## src/hw/gpm_pkg.sv

```systemverilog
// Constants, codes and carrier types for the general-pin function multiplexer.
// Operation
// - First-pin select is bits 4:0, resets zero.
// - First-pin code 0x0 gives legacy interrupt level.
// - First-pin code 0x1 gives configured interrupt.
// - First-pin code 0x2 spans first-to-last timeslot.
// - First-pin codes 0x5-0x7 route LED pulse trains.
// - First-pin codes 0xC-0xE flag data cycles.
// - First-pin code 0xF toggles every sample.
// - Second-pin codes 0x05-0x07 route LED pulses.
// - Second-pin codes 0x0C-0x0E flag data cycles.
// - Second-pin code 0x0F toggles every sample.
// - Second-pin 0x10 low, 0x11 high, 0x13 oscillator.
// - Second-pin select is bits 12:8 of 0x0B.
// - First-pin polarity one makes pin active low.
package gpm_pkg;

  localparam int unsigned ADDR_W = 8;
  localparam int unsigned DATA_W = 16;
  localparam int unsigned SEL_W  = 5;

  localparam logic [7:0] ADDR_PIN_CTRL = 8'h02;
  localparam logic [7:0] ADDR_ALT_CFG  = 8'h0b;

  localparam int unsigned POL_BIT  = 0;
  localparam int unsigned SEL0_LSB = 0;
  localparam int unsigned SEL1_LSB = 8;

  localparam logic [4:0] SEL_RESET = 5'h00;
  localparam logic       POL_RESET = 1'h0;

  localparam logic [4:0] CODE_LEGACY = 5'h00;
  localparam logic [4:0] CODE_INT    = 5'h01;
  localparam logic [4:0] CODE_SPAN   = 5'h02;
  localparam logic [4:0] CODE_LED_A  = 5'h05;
  localparam logic [4:0] CODE_LED_B  = 5'h06;
  localparam logic [4:0] CODE_LED_AB = 5'h07;
  localparam logic [4:0] CODE_DCY_A  = 5'h0c;
  localparam logic [4:0] CODE_DCY_B  = 5'h0d;
  localparam logic [4:0] CODE_DCY_AB = 5'h0e;
  localparam logic [4:0] CODE_TOGGLE = 5'h0f;
  localparam logic [4:0] CODE_ZERO   = 5'h10;
  localparam logic [4:0] CODE_ONE    = 5'h11;
  localparam logic [4:0] CODE_OSC    = 5'h13;

  // Signals handed over by the timeslot sequencer and interrupt logic.
  typedef struct packed {
    logic legacy_int;
    logic cfg_int;
    logic legacy_sample_out;
    logic slot_first_start;
    logic slot_last_end;
    logic led_a;
    logic led_b;
    logic data_cycle_a;
    logic data_cycle_b;
    logic sample_tick;
  } gpm_src_t;

  // Levels derived inside the block that both pin selectors read.
  typedef struct packed {
    logic span;
    logic toggle;
    logic osc;
  } gpm_derived_t;

endpackage : gpm_pkg

```

## src/hw/gpm_sync.sv

```systemverilog
// Three-stage synchroniser with agreement filter for an asynchronous level.
`timescale 1ns/1ps
module gpm_sync (
  input  wire logic clk,
  input  wire logic sys_rst,
  input  wire logic async_in,
  output logic      level_out
);

  typedef struct packed {
    logic s1;
    logic s2;
    logic s3;
    logic level;
  } gpm_sync_state_t;

  gpm_sync_state_t state_reg;
  gpm_sync_state_t state_next;

  // The first stage feeds only the second, so metastability stays contained.
  always_comb begin
    state_next    = state_reg;
    state_next.s1 = async_in;
    state_next.s2 = state_reg.s1;
    state_next.s3 = state_reg.s2;
    if (state_reg.s2 == state_reg.s3) begin
      state_next.level = state_reg.s3;
    end
  end

  always_ff @(posedge clk or posedge sys_rst) begin
    if (sys_rst) begin
      state_reg <= '0;
    end else begin
      state_reg <= state_next;
    end
  end

  assign level_out = state_reg.level;

endmodule : gpm_sync

```

## src/hw/gpm_pin_sel.sv

```systemverilog
// Combinational source selector for one general pin.
`timescale 1ns/1ps
module gpm_pin_sel #(
  parameter bit EXTENDED = 1'b0
) (
  input  wire logic [4:0]            sel,
  input  wire gpm_pkg::gpm_src_t     src,
  input  wire gpm_pkg::gpm_derived_t drv,
  input  wire logic                  legacy_level,
  output logic                       level
);

  // Unlisted codes drive the inactive level so a bad write cannot glitch the pin.
  always_comb begin
    level = 1'b0;
    unique case (sel)
      gpm_pkg::CODE_LEGACY: level = legacy_level;
      gpm_pkg::CODE_INT:    level = src.cfg_int;
      gpm_pkg::CODE_SPAN:   level = drv.span;
      gpm_pkg::CODE_LED_A:  level = src.led_a;
      gpm_pkg::CODE_LED_B:  level = src.led_b;
      gpm_pkg::CODE_LED_AB: level = src.led_a | src.led_b;
      gpm_pkg::CODE_DCY_A:  level = src.data_cycle_a;
      gpm_pkg::CODE_DCY_B:  level = src.data_cycle_b;
      gpm_pkg::CODE_DCY_AB: level = src.data_cycle_a | src.data_cycle_b;
      gpm_pkg::CODE_TOGGLE: level = drv.toggle;
      gpm_pkg::CODE_ZERO:   level = 1'b0;
      gpm_pkg::CODE_ONE:    level = EXTENDED;
      gpm_pkg::CODE_OSC:    level = EXTENDED & drv.osc;
      default:              level = 1'b0;
    endcase
  end

endmodule : gpm_pin_sel

```

## src/hw/gpm_mux.sv

```systemverilog
// General-pin function multiplexer with its register port.
`timescale 1ns/1ps
module gpm_mux (
  input  wire logic              clk,
  input  wire logic              sys_rst,
  input  wire logic [7:0]        reg_addr,
  input  wire logic [15:0]       reg_wdata,
  input  wire logic              reg_wr,
  input  wire logic              reg_rd,
  output logic      [15:0]       reg_rdata,
  input  wire gpm_pkg::gpm_src_t src,
  input  wire logic              osc_32k,
  output logic                   first_general_pin,
  output logic                   second_general_pin
);

  typedef struct packed {
    logic [4:0]  sel0;
    logic [4:0]  sel1;
    logic        pol;
    logic        span;
    logic        toggle;
    logic        pin0;
    logic        pin1;
    logic [15:0] rdata;
  } gpm_state_t;

  gpm_state_t           state_reg;
  gpm_state_t           state_next;
  gpm_pkg::gpm_derived_t drv;
  logic                 osc_level;
  logic                 level0;
  logic                 level1;

  // Builds the read value of one register; unmapped and reserved bits read zero.
  function automatic logic [15:0] read_word(input logic [7:0] addr, input gpm_state_t st);
    logic [15:0] w;
    w = 16'h0000;
    if (addr == gpm_pkg::ADDR_ALT_CFG) begin
      w[gpm_pkg::SEL0_LSB +: gpm_pkg::SEL_W] = st.sel0;
      w[gpm_pkg::SEL1_LSB +: gpm_pkg::SEL_W] = st.sel1;
    end else if (addr == gpm_pkg::ADDR_PIN_CTRL) begin
      w[gpm_pkg::POL_BIT] = st.pol;
    end
    return w;
  endfunction : read_word

  gpm_sync u_osc_sync (
    .clk       (clk),
    .sys_rst   (sys_rst),
    .async_in  (osc_32k),
    .level_out (osc_level)
  );

  always_comb begin
    drv.span   = state_reg.span;
    drv.toggle = state_reg.toggle;
    drv.osc    = osc_level;
  end

  gpm_pin_sel #(
    .EXTENDED (1'b0)
  ) u_sel0 (
    .sel          (state_reg.sel0),
    .src          (src),
    .drv          (drv),
    .legacy_level (src.legacy_int),
    .level        (level0)
  );

  gpm_pin_sel #(
    .EXTENDED (1'b1)
  ) u_sel1 (
    .sel          (state_reg.sel1),
    .src          (src),
    .drv          (drv),
    .legacy_level (src.legacy_sample_out),
    .level        (level1)
  );

  // Sources are sampled here so a pin lags a direct source by one clock, and span or toggle causes by two.
  always_comb begin
    state_next = state_reg;
    if (reg_wr && reg_addr == gpm_pkg::ADDR_ALT_CFG) begin
      state_next.sel0 = reg_wdata[gpm_pkg::SEL0_LSB +: gpm_pkg::SEL_W];
      state_next.sel1 = reg_wdata[gpm_pkg::SEL1_LSB +: gpm_pkg::SEL_W];
    end
    if (reg_wr && reg_addr == gpm_pkg::ADDR_PIN_CTRL) begin
      state_next.pol = reg_wdata[gpm_pkg::POL_BIT];
    end
    if (reg_rd) begin
      state_next.rdata = read_word(reg_addr, state_reg);
    end
    // A start in the same cycle as an end wins, so a one-slot sample still shows.
    if (src.slot_first_start) begin
      state_next.span = 1'b1;
    end else if (src.slot_last_end) begin
      state_next.span = 1'b0;
    end
    if (src.sample_tick) begin
      state_next.toggle = ~state_reg.toggle;
    end
    state_next.pin0 = level0 ^ state_reg.pol;
    state_next.pin1 = level1;
  end

  always_ff @(posedge clk or posedge sys_rst) begin
    if (sys_rst) begin
      state_reg      <= '0;
      state_reg.sel0 <= gpm_pkg::SEL_RESET;
      state_reg.sel1 <= gpm_pkg::SEL_RESET;
      state_reg.pol  <= gpm_pkg::POL_RESET;
    end else begin
      state_reg <= state_next;
    end
  end

  assign first_general_pin  = state_reg.pin0;
  assign second_general_pin = state_reg.pin1;
  assign reg_rdata          = state_reg.rdata;

  sel_write_a: assert property (@(posedge clk) disable iff (sys_rst)
    (reg_wr && reg_addr == gpm_pkg::ADDR_ALT_CFG) |=>
      (state_reg.sel0 == $past(reg_wdata[4:0]) && state_reg.sel1 == $past(reg_wdata[12:8])))
    else $error("Select fields did not take the written value.");

  sel_read_a: assert property (@(posedge clk) disable iff (sys_rst)
    (reg_rd && reg_addr == gpm_pkg::ADDR_ALT_CFG) |=>
      (reg_rdata == {3'h0, $past(state_reg.sel1), 3'h0, $past(state_reg.sel0)}))
    else $error("Select register read back wrong.");

  legacy_pin_a: assert property (@(posedge clk) disable iff (sys_rst)
    ($past(state_reg.sel0) == gpm_pkg::CODE_LEGACY) |->
      (first_general_pin == ($past(src.legacy_int) ^ $past(state_reg.pol))))
    else $error("First pin does not follow the legacy interrupt.");

  int_pin_a: assert property (@(posedge clk) disable iff (sys_rst)
    ($past(state_reg.sel0) == gpm_pkg::CODE_INT && !$past(state_reg.pol)) |->
      (first_general_pin == $past(src.cfg_int)))
    else $error("First pin does not follow the configured interrupt.");

  span_pin_a: assert property (@(posedge clk) disable iff (sys_rst)
    (src.slot_first_start && state_reg.sel0 == gpm_pkg::CODE_SPAN) ##1
      (state_reg.sel0 == gpm_pkg::CODE_SPAN) |=> (first_general_pin != $past(state_reg.pol)))
    else $error("First pin did not rise at the first timeslot.");

  span_end_a: assert property (@(posedge clk) disable iff (sys_rst)
    (src.slot_last_end && !src.slot_first_start) |=> !state_reg.span)
    else $error("Span level did not clear at the last timeslot.");

  led_pin_a: assert property (@(posedge clk) disable iff (sys_rst)
    ($past(state_reg.sel0) == gpm_pkg::CODE_LED_AB) |->
      (first_general_pin == (($past(src.led_a) | $past(src.led_b)) ^ $past(state_reg.pol))))
    else $error("First pin does not carry combined pulses.");

  dcy_pin_a: assert property (@(posedge clk) disable iff (sys_rst)
    ($past(state_reg.sel1) == gpm_pkg::CODE_DCY_A) |-> (second_general_pin == $past(src.data_cycle_a)))
    else $error("Second pin does not flag data cycle A.");

  toggle_tick_a: assert property (@(posedge clk) disable iff (sys_rst)
    src.sample_tick |=> (state_reg.toggle != $past(state_reg.toggle)))
    else $error("Half-rate toggle missed a sample.");

  const_pin_a: assert property (@(posedge clk) disable iff (sys_rst)
    ($past(state_reg.sel1) == gpm_pkg::CODE_ONE) |-> second_general_pin)
    else $error("Second pin not held high.");

  zero_pin_a: assert property (@(posedge clk) disable iff (sys_rst)
    ($past(state_reg.sel1) == gpm_pkg::CODE_ZERO) |-> !second_general_pin)
    else $error("Second pin not held low.");

  led_b_pin_a: assert property (@(posedge clk) disable iff (sys_rst)
    ($past(state_reg.sel0) == gpm_pkg::CODE_LED_B) |->
      (first_general_pin == ($past(src.led_b) ^ $past(state_reg.pol))))
    else $error("First pin does not carry slot B pulses.");

  dcy_first_a: assert property (@(posedge clk) disable iff (sys_rst)
    ($past(state_reg.sel0) == gpm_pkg::CODE_DCY_AB) |->
      (first_general_pin == (($past(src.data_cycle_a) | $past(src.data_cycle_b)) ^ $past(state_reg.pol))))
    else $error("First pin does not flag any data cycle.");

  toggle_first_a: assert property (@(posedge clk) disable iff (sys_rst)
    ($past(state_reg.sel0) == gpm_pkg::CODE_TOGGLE) |->
      (first_general_pin == ($past(state_reg.toggle) ^ $past(state_reg.pol))))
    else $error("First pin does not carry the half-rate toggle.");

  led_second_a: assert property (@(posedge clk) disable iff (sys_rst)
    ($past(state_reg.sel1) == gpm_pkg::CODE_LED_A) |-> (second_general_pin == $past(src.led_a)))
    else $error("Second pin does not carry slot A pulses.");

  dcy_second_a: assert property (@(posedge clk) disable iff (sys_rst)
    ($past(state_reg.sel1) == gpm_pkg::CODE_DCY_AB) |->
      (second_general_pin == ($past(src.data_cycle_a) | $past(src.data_cycle_b))))
    else $error("Second pin does not flag any data cycle.");

  toggle_second_a: assert property (@(posedge clk) disable iff (sys_rst)
    ($past(state_reg.sel1) == gpm_pkg::CODE_TOGGLE) |-> (second_general_pin == $past(state_reg.toggle)))
    else $error("Second pin does not carry the half-rate toggle.");

  osc_pin_a: assert property (@(posedge clk) disable iff (sys_rst)
    ($past(state_reg.sel1) == gpm_pkg::CODE_OSC) |-> (second_general_pin == $past(osc_level)))
    else $error("Second pin does not follow the oscillator.");

  legacy_second_a: assert property (@(posedge clk) disable iff (sys_rst)
    ($past(state_reg.sel1) == gpm_pkg::CODE_LEGACY) |-> (second_general_pin == $past(src.legacy_sample_out)))
    else $error("Second pin does not follow the legacy sample output.");

  int_second_a: assert property (@(posedge clk) disable iff (sys_rst)
    ($past(state_reg.sel1) == gpm_pkg::CODE_INT) |-> (second_general_pin == $past(src.cfg_int)))
    else $error("Second pin does not follow the configured interrupt.");

  pol_write_a: assert property (@(posedge clk) disable iff (sys_rst)
    (reg_wr && reg_addr == gpm_pkg::ADDR_PIN_CTRL) |=> (state_reg.pol == $past(reg_wdata[0])))
    else $error("Polarity did not take the written value.");

  pol_invert_a: assert property (@(posedge clk) disable iff (sys_rst)
    ($past(state_reg.sel0) == gpm_pkg::CODE_ZERO) |-> (first_general_pin == $past(state_reg.pol)))
    else $error("First pin idle level does not follow the polarity.");

  sel_hold_a: assert property (@(posedge clk) disable iff (sys_rst)
    !(reg_wr && reg_addr == gpm_pkg::ADDR_ALT_CFG) |=> ($stable(state_reg.sel0) && $stable(state_reg.sel1)))
    else $error("Select fields changed without a write.");

endmodule : gpm_mux

```

## config.mk

```make
export PLATFORM = sky130hd
export DESIGN_NAME = gpm_mux
export DESIGN_NICKNAME = d
export VERILOG_FILES = /design/src/hw/gpm_pkg.sv /design/src/hw/gpm_sync.sv /design/src/hw/gpm_pin_sel.sv /design/src/hw/gpm_mux.sv
export SDC_FILE = /design/constraint.sdc
export NUM_CORES = 1
export LEC_CHECK = 0
export ABC_AREA = 1
export BUFFER_PORTS_ARGS = -buffer_cell sky130_fd_sc_hd__buf_4
export CELL_PAD_IN_SITES_DETAIL_PLACEMENT = 1
export CELL_PAD_IN_SITES_GLOBAL_PLACEMENT = 1
export CORE_ASPECT_RATIO = 0.5
export CORE_MARGIN = 1.5
export CORE_UTILIZATION = 37
export DETAILED_ROUTE_END_ITERATION = 8
export GPL_TIMING_DRIVEN = 0
export PLACE_DENSITY = 0.88
export SETUP_SLACK_MARGIN = 0.1
export SLEW_MARGIN = 20
export SYNTH_ARGS = -nofsm -noshare
export SYNTH_HDL_FRONTEND = slang
export SYNTH_HIERARCHICAL = 1
export SYNTH_SLANG_ARGS = --single-unit
```

## constraint.sdc

```tcl
create_clock -name clk -period 3.05 [get_ports clk]
set_input_delay 0.61 -clock clk [delete_from_list [all_inputs] [get_ports clk]]
set_output_delay 0.61 -clock clk [all_outputs]
set_load 0.02 [all_outputs]
```

# Word-level counts from Yosys, hierarchy flattened
# Index checks and enable logic that the tools add are counted.
# totals
regBits,29
output_inout_bits,18
elab_cells,52
in_bits,39
# op_classes
muxes,8
eq_ne,23
n_bitwise,4
n_reduce_logical,5
# ops
op,n
"equality test 5 x 4 -> 1 bit, second input constant",8
"equality test 5 x 3 -> 1 bit, second input constant",6
case mux 1 bit (12 select lines),1
"equality test 5 x 1 -> 1 bit, second input constant",2
"equality test 5 x 2 -> 1 bit, second input constant",2
"equality test 5 bit, second input constant",2
zero test 5 bit,2
case mux 1 bit (10 select lines),1
"equality test 8 x 2 -> 1 bit, second input constant",1
"equality test 8 x 4 -> 1 bit, second input constant",1
2-to-1 mux 5 bit,1
2-to-1 mux 1 bit,4
2-to-1 mux 4 bit,1
logical AND 1 bit,2
bitwise OR 1 bit,2
nonzero test 2 bit,1
equality test 1 bit,1
inverter 1 bit,1
XOR 1 bit,1

# Depth between registers and ports, before layout
# logic_depth
word_depth,3
depth_mapped,8
ltp_nobuf,8

# By module
# Netlist, hierarchy kept.
# modules_own_cells
mod,area_per_inst_um2,seq_area_each_um2,cells_each,instances
gpm_mux,1208.7,625.6,134,1
gpm_pin_sel (u_sel1),196.4,0.0,48,1
gpm_sync,120.1,100.1,9,1
gpm_pin_sel (u_sel0),108.9,0.0,25,1

# Worst setup path after synthesis
# OpenSTA, ideal clock, no wires.
# synth_timing
path_type,in2reg
startpoint,input reg_addr[5]
endpoint,register state_reg[26] (netlist bit)
arrival_ns,1.183
setup_slack_ns,1.749
path_buffers,1
required_ns,2.932
setup_time_ns,0.118
cell_stages,7
path_cell_list,inv_1 > nand2_2 > nor2_4 > nand3_2 > buf_6 > nand2_1 > o21ai_2
# synth_between
elab_chain_len,2
# synth_rtl
element,line,rtl
"start, declared",gpm_mux.sv:6,"input wire logic [7:0] reg_addr,"
equality test 8 x 4 -> 1 bit,gpm_mux.sv:84,if (reg_wr && reg_addr == gpm_pkg::ADDR_ALT_CFG) begin
logical AND 1 bit,gpm_mux.sv:84,
"end signal, assigned",gpm_mux.sv:114,state_reg <= state_next;
"end, declared",gpm_mux.sv:28,gpm_state_t state_reg;
# No other way between the ends.
# A chain may end at the register's enable or synchronous reset.

# Final worst setup path
# layout_timing
startpoint,"register state_reg, in the netlist reg_rdata[1]"
endpoint,output reg_rdata[1]
# layout_lines
element,line,rtl
"end, declared",gpm_mux.sv:10,"output logic [15:0] reg_rdata,"
# No word-level cell between the ends.

==> metrics.md <==
| Metric | Value |
|---|---|
| Status | finished clean |
| Fin crit share | between 50 and 60% |
| Synth Area per Inst | 7.57 sq um |
| Cells after Synth | between 200 and 250 |
| Yosys cell types | 24 |
| Effective utilization at floorplan | 40.2% |
| Mapped Area | 1630 sq um |
| CTS Hold Bufs | 0 |
| Relative slew slack | between 30% and 40% |
| CTS max path bufs | 2 |
| Clock Sinks | 29 |
| Critical path type | register to output port |
| Worst Path Arrival | around 0.95 ns |
| Vias in the first global route | about 1600 |
| Largest register FFs | 11 |
| Remaining DRCs | 0 |
| CP max FO | 2 |
| Clk_lat worst skew | approximately 0.28 ns |
| Max Slew Vio Count | 0 |
| # IOs | 57 |
| P&R area growth vs syn | 30.6% |
| Static leakage | between 1 and 1.5 nW |
| Flop-to-flop setup slack | 1.82 ns |
| H-tree Lvls | 2 |
| Synth warn | 6 |
| Synth Register Bits | 29 |
| Clock slew seen by the registers of the worst setup and hold paths | 0.06 ns |
| Crit path cell chain | buf_4 -> buf_4 |
| Final Wtd Congestion | approximately 0.79 |
| R2r endpoint | first_general_pin |
| N_diodes | 0 |
| Type of origin of the critical path | register |
| Worst VDD drop | approximately 0.16 mV |
| Worst r2r src | state_reg[26] |
| DR vias | between 1500 and 2000 |
| Fillers | between 500 and 600 |
| First-pass GRT wire length | 7.47 mm |
| Fin util | 52.5% |
| Final wirelength | around 4.4 mm |
| Worst setup EP type | output port |
| Worst hold slack | 0.218 ns |
| Drt first pass iters | 4 |
| Total core area | 4060 sq um |
| Post-CTS Setup Bufs | 0 |
| GRT Overall Usage | between 20% and 30% |
| Worst R2R Path Depth | 8 |
| Power Dens Cells | roughly 400 nW/um^2 |
| Clock Skew | around 0.0048 ns |
| Layout cells sized above 1 | between 30% and 40% |
| Cell mode on critical path | buf_4 |
| Worst Setup EP | reg_rdata[1] |
| Grt total ovfl | 0 |
| Post-DP HPWL | ~3.4 mm |
| Input/output buffers | 44 |
| Vias per inst | about 4.7 |
| Std cell rows | 16 |
| CP Launch Point | reg_rdata[1] |
| Die X | 97.0 um |
| Worst slew pin tran | between 0.9 and 1 ns |
| Setup TNS | 0 ns |
| CTS Buf Count | 5 |
| Root Buffer | clkbuf_8 |
| ANT nets after route | 0 |
| Peak Freq | roughly 0.64 GHz |
| HP Class | input port to asynchronous set/reset pin |
| Initial DRC Count | 63 |
| Die area | between 4000 and 5000 sq um |
| Antenna violations before repair | 0 |
| Die height | about 50 um |
| Final net count | just over 300 |
| Seq/Total Area, Yosys | 44.4% |
| CTS tree | built |
| Unrepaired setup endpoints after global routing | no |
| Largest net degree at the start of global routing | 26 |
| Required @ worst endpoint | about 2.4 ns |
| DR WL/cell | around 14 um |
| Slowest-stage cell, CP | dfrtp_1 |
| Setup violators final | 0 |
| Fin. Hold Viols | 0 |
| Max cap viols | 0 |
| Final min period | about 1.6 ns |
| CP max stage delay | ~0.39 ns |
| Cts repair resizes | 0 |
==> worst max-delay path, delay by kind of cell, from the launching register on <==
family   cells  cell delay [ns]
buf+inv      2             0.29
flops        1             0.39
==> placed cells by master, fill, tap and decap left out, types with 2 or more instances in the layout <==
cell type / synthesis / layout
inv_2: 3 / 3
nand3_1: 15 / 15
nand4_1: 2 / 2
o21ai_0: 10 / 10
conb_1: 1 / 6
clkbuf_8: 0 / 5
inv_1: 28 / 28
buf_6: 2 / 2
dfrtp_1: 29 / 29
buf_4: 16 / 60
xor2_1: 2 / 2
clkbuf_1: 1 / 2
a21oi_1: 2 / 2
nor2_1: 19 / 19
nand2_1: 67 / 67
o21ai_2: 10 / 10
clkinv_2: 0 / 2
==> how the worst min path moves through the flow <==
stage | from | end | slack (ns) | depth (start not counted)
floorplan | u_osc_sync/state_next[2] | u_osc_sync/state_next[1] | 0.33 | 0
global placement | u_osc_sync/state_next[2] | u_osc_sync/state_next[1] | 0.33 | 0
detailed placement | u_osc_sync/state_next[2] | u_osc_sync/state_next[1] | 0.34 | 0
CTS | sys_rst | u_osc_sync/level_out | 0.21 | 2
global route | sys_rst | u_osc_sync/state_next[1] | 0.22 | 2
finish | sys_rst | u_osc_sync/level_out | 0.22 | 2
==> layout make-up <==
class / instances / area (sq um) / share of cell area [%]
clock buffers: 6 / 72.6 / 3.40
plain buffers: 19 / 146 / 6.86
repair buffers: 44 / 330 / 15.5
well taps: 54 / 67.6 / 3.17
clock inverters: 2 / 10.0 / 0.469
multi-input cells: 141 / 661 / 31.0
flip-flops and latches: 29 / 726 / 34.0
inverters: 32 / 120 / 5.63
==> power breakdown <==
part / internal, W / total (W) / switching [W]
Combinational: 0.0000604 / 0.000130 / 0.0000698
Sequential: 0.000407 / 0.000432 / 0.0000252
Clock: 0.000157 / 0.000296 / 0.000139
==> Yosys cell counts (all sizes together) <==
library cell	instances	area (sq um)
conb	1	3.75
inv	31	116
clkinv	1	3.75
nand3	16	85.1
buf	18	143
dfrtp	29	726
nor3	1	5.00
nand2	68	258
nor3b	1	7.51
and3b	1	8.76
o21ai	20	138
a21oi	2	10.0
nor2	21	88.8
xor2	2	17.5
o21bai	1	7.51
clkbuf	1	3.75
nand4	2	12.5
==> routing by layer <==
layer | global-route usage (%) | vias to the layer above | share of wire (%)
li1 | - | 752 | -
met1 | 23.3 | 723 | 41
met2 | 36.9 | 44 | 51
met3 | 4.96 | 10 | 5.7
met4 | 8.21 | 0 | 2.7
met5 | 0 | - | 0
==> cells by family after synthesis <==
family / count (synthesis) / synth area share (%)
and+or+nand+nor: 110 / 28.5
buffers and inverters: 51 / 16.3
DFF: 29 / 44.4
AOI/OAI and AO/OA: 23 / 9.49
xor gates and xnor gates: 2 / 1.07
other: 1 / 0.229
==> stage by stage <==
| step | std cells | setup WS, ns | instance area [sq um] | total power, W |
|---|---|---|---|---|
| after global placement | 319 | 1.52 | 2050 | 0.000561 |
| final | 327 | 1.49 | 2130 | 0.000859 |
| after CTS | 327 | 1.47 | 2130 | 0.000867 |
| after global routing | 327 | 1.46 | 2130 | 0.000900 |
| after detailed placement | 319 | 1.50 | 2050 | 0.000568 |
| after floorplan | 221 | 1.75 | 1650 | 0.000505 |
Power figures use the tool's default switching activity.
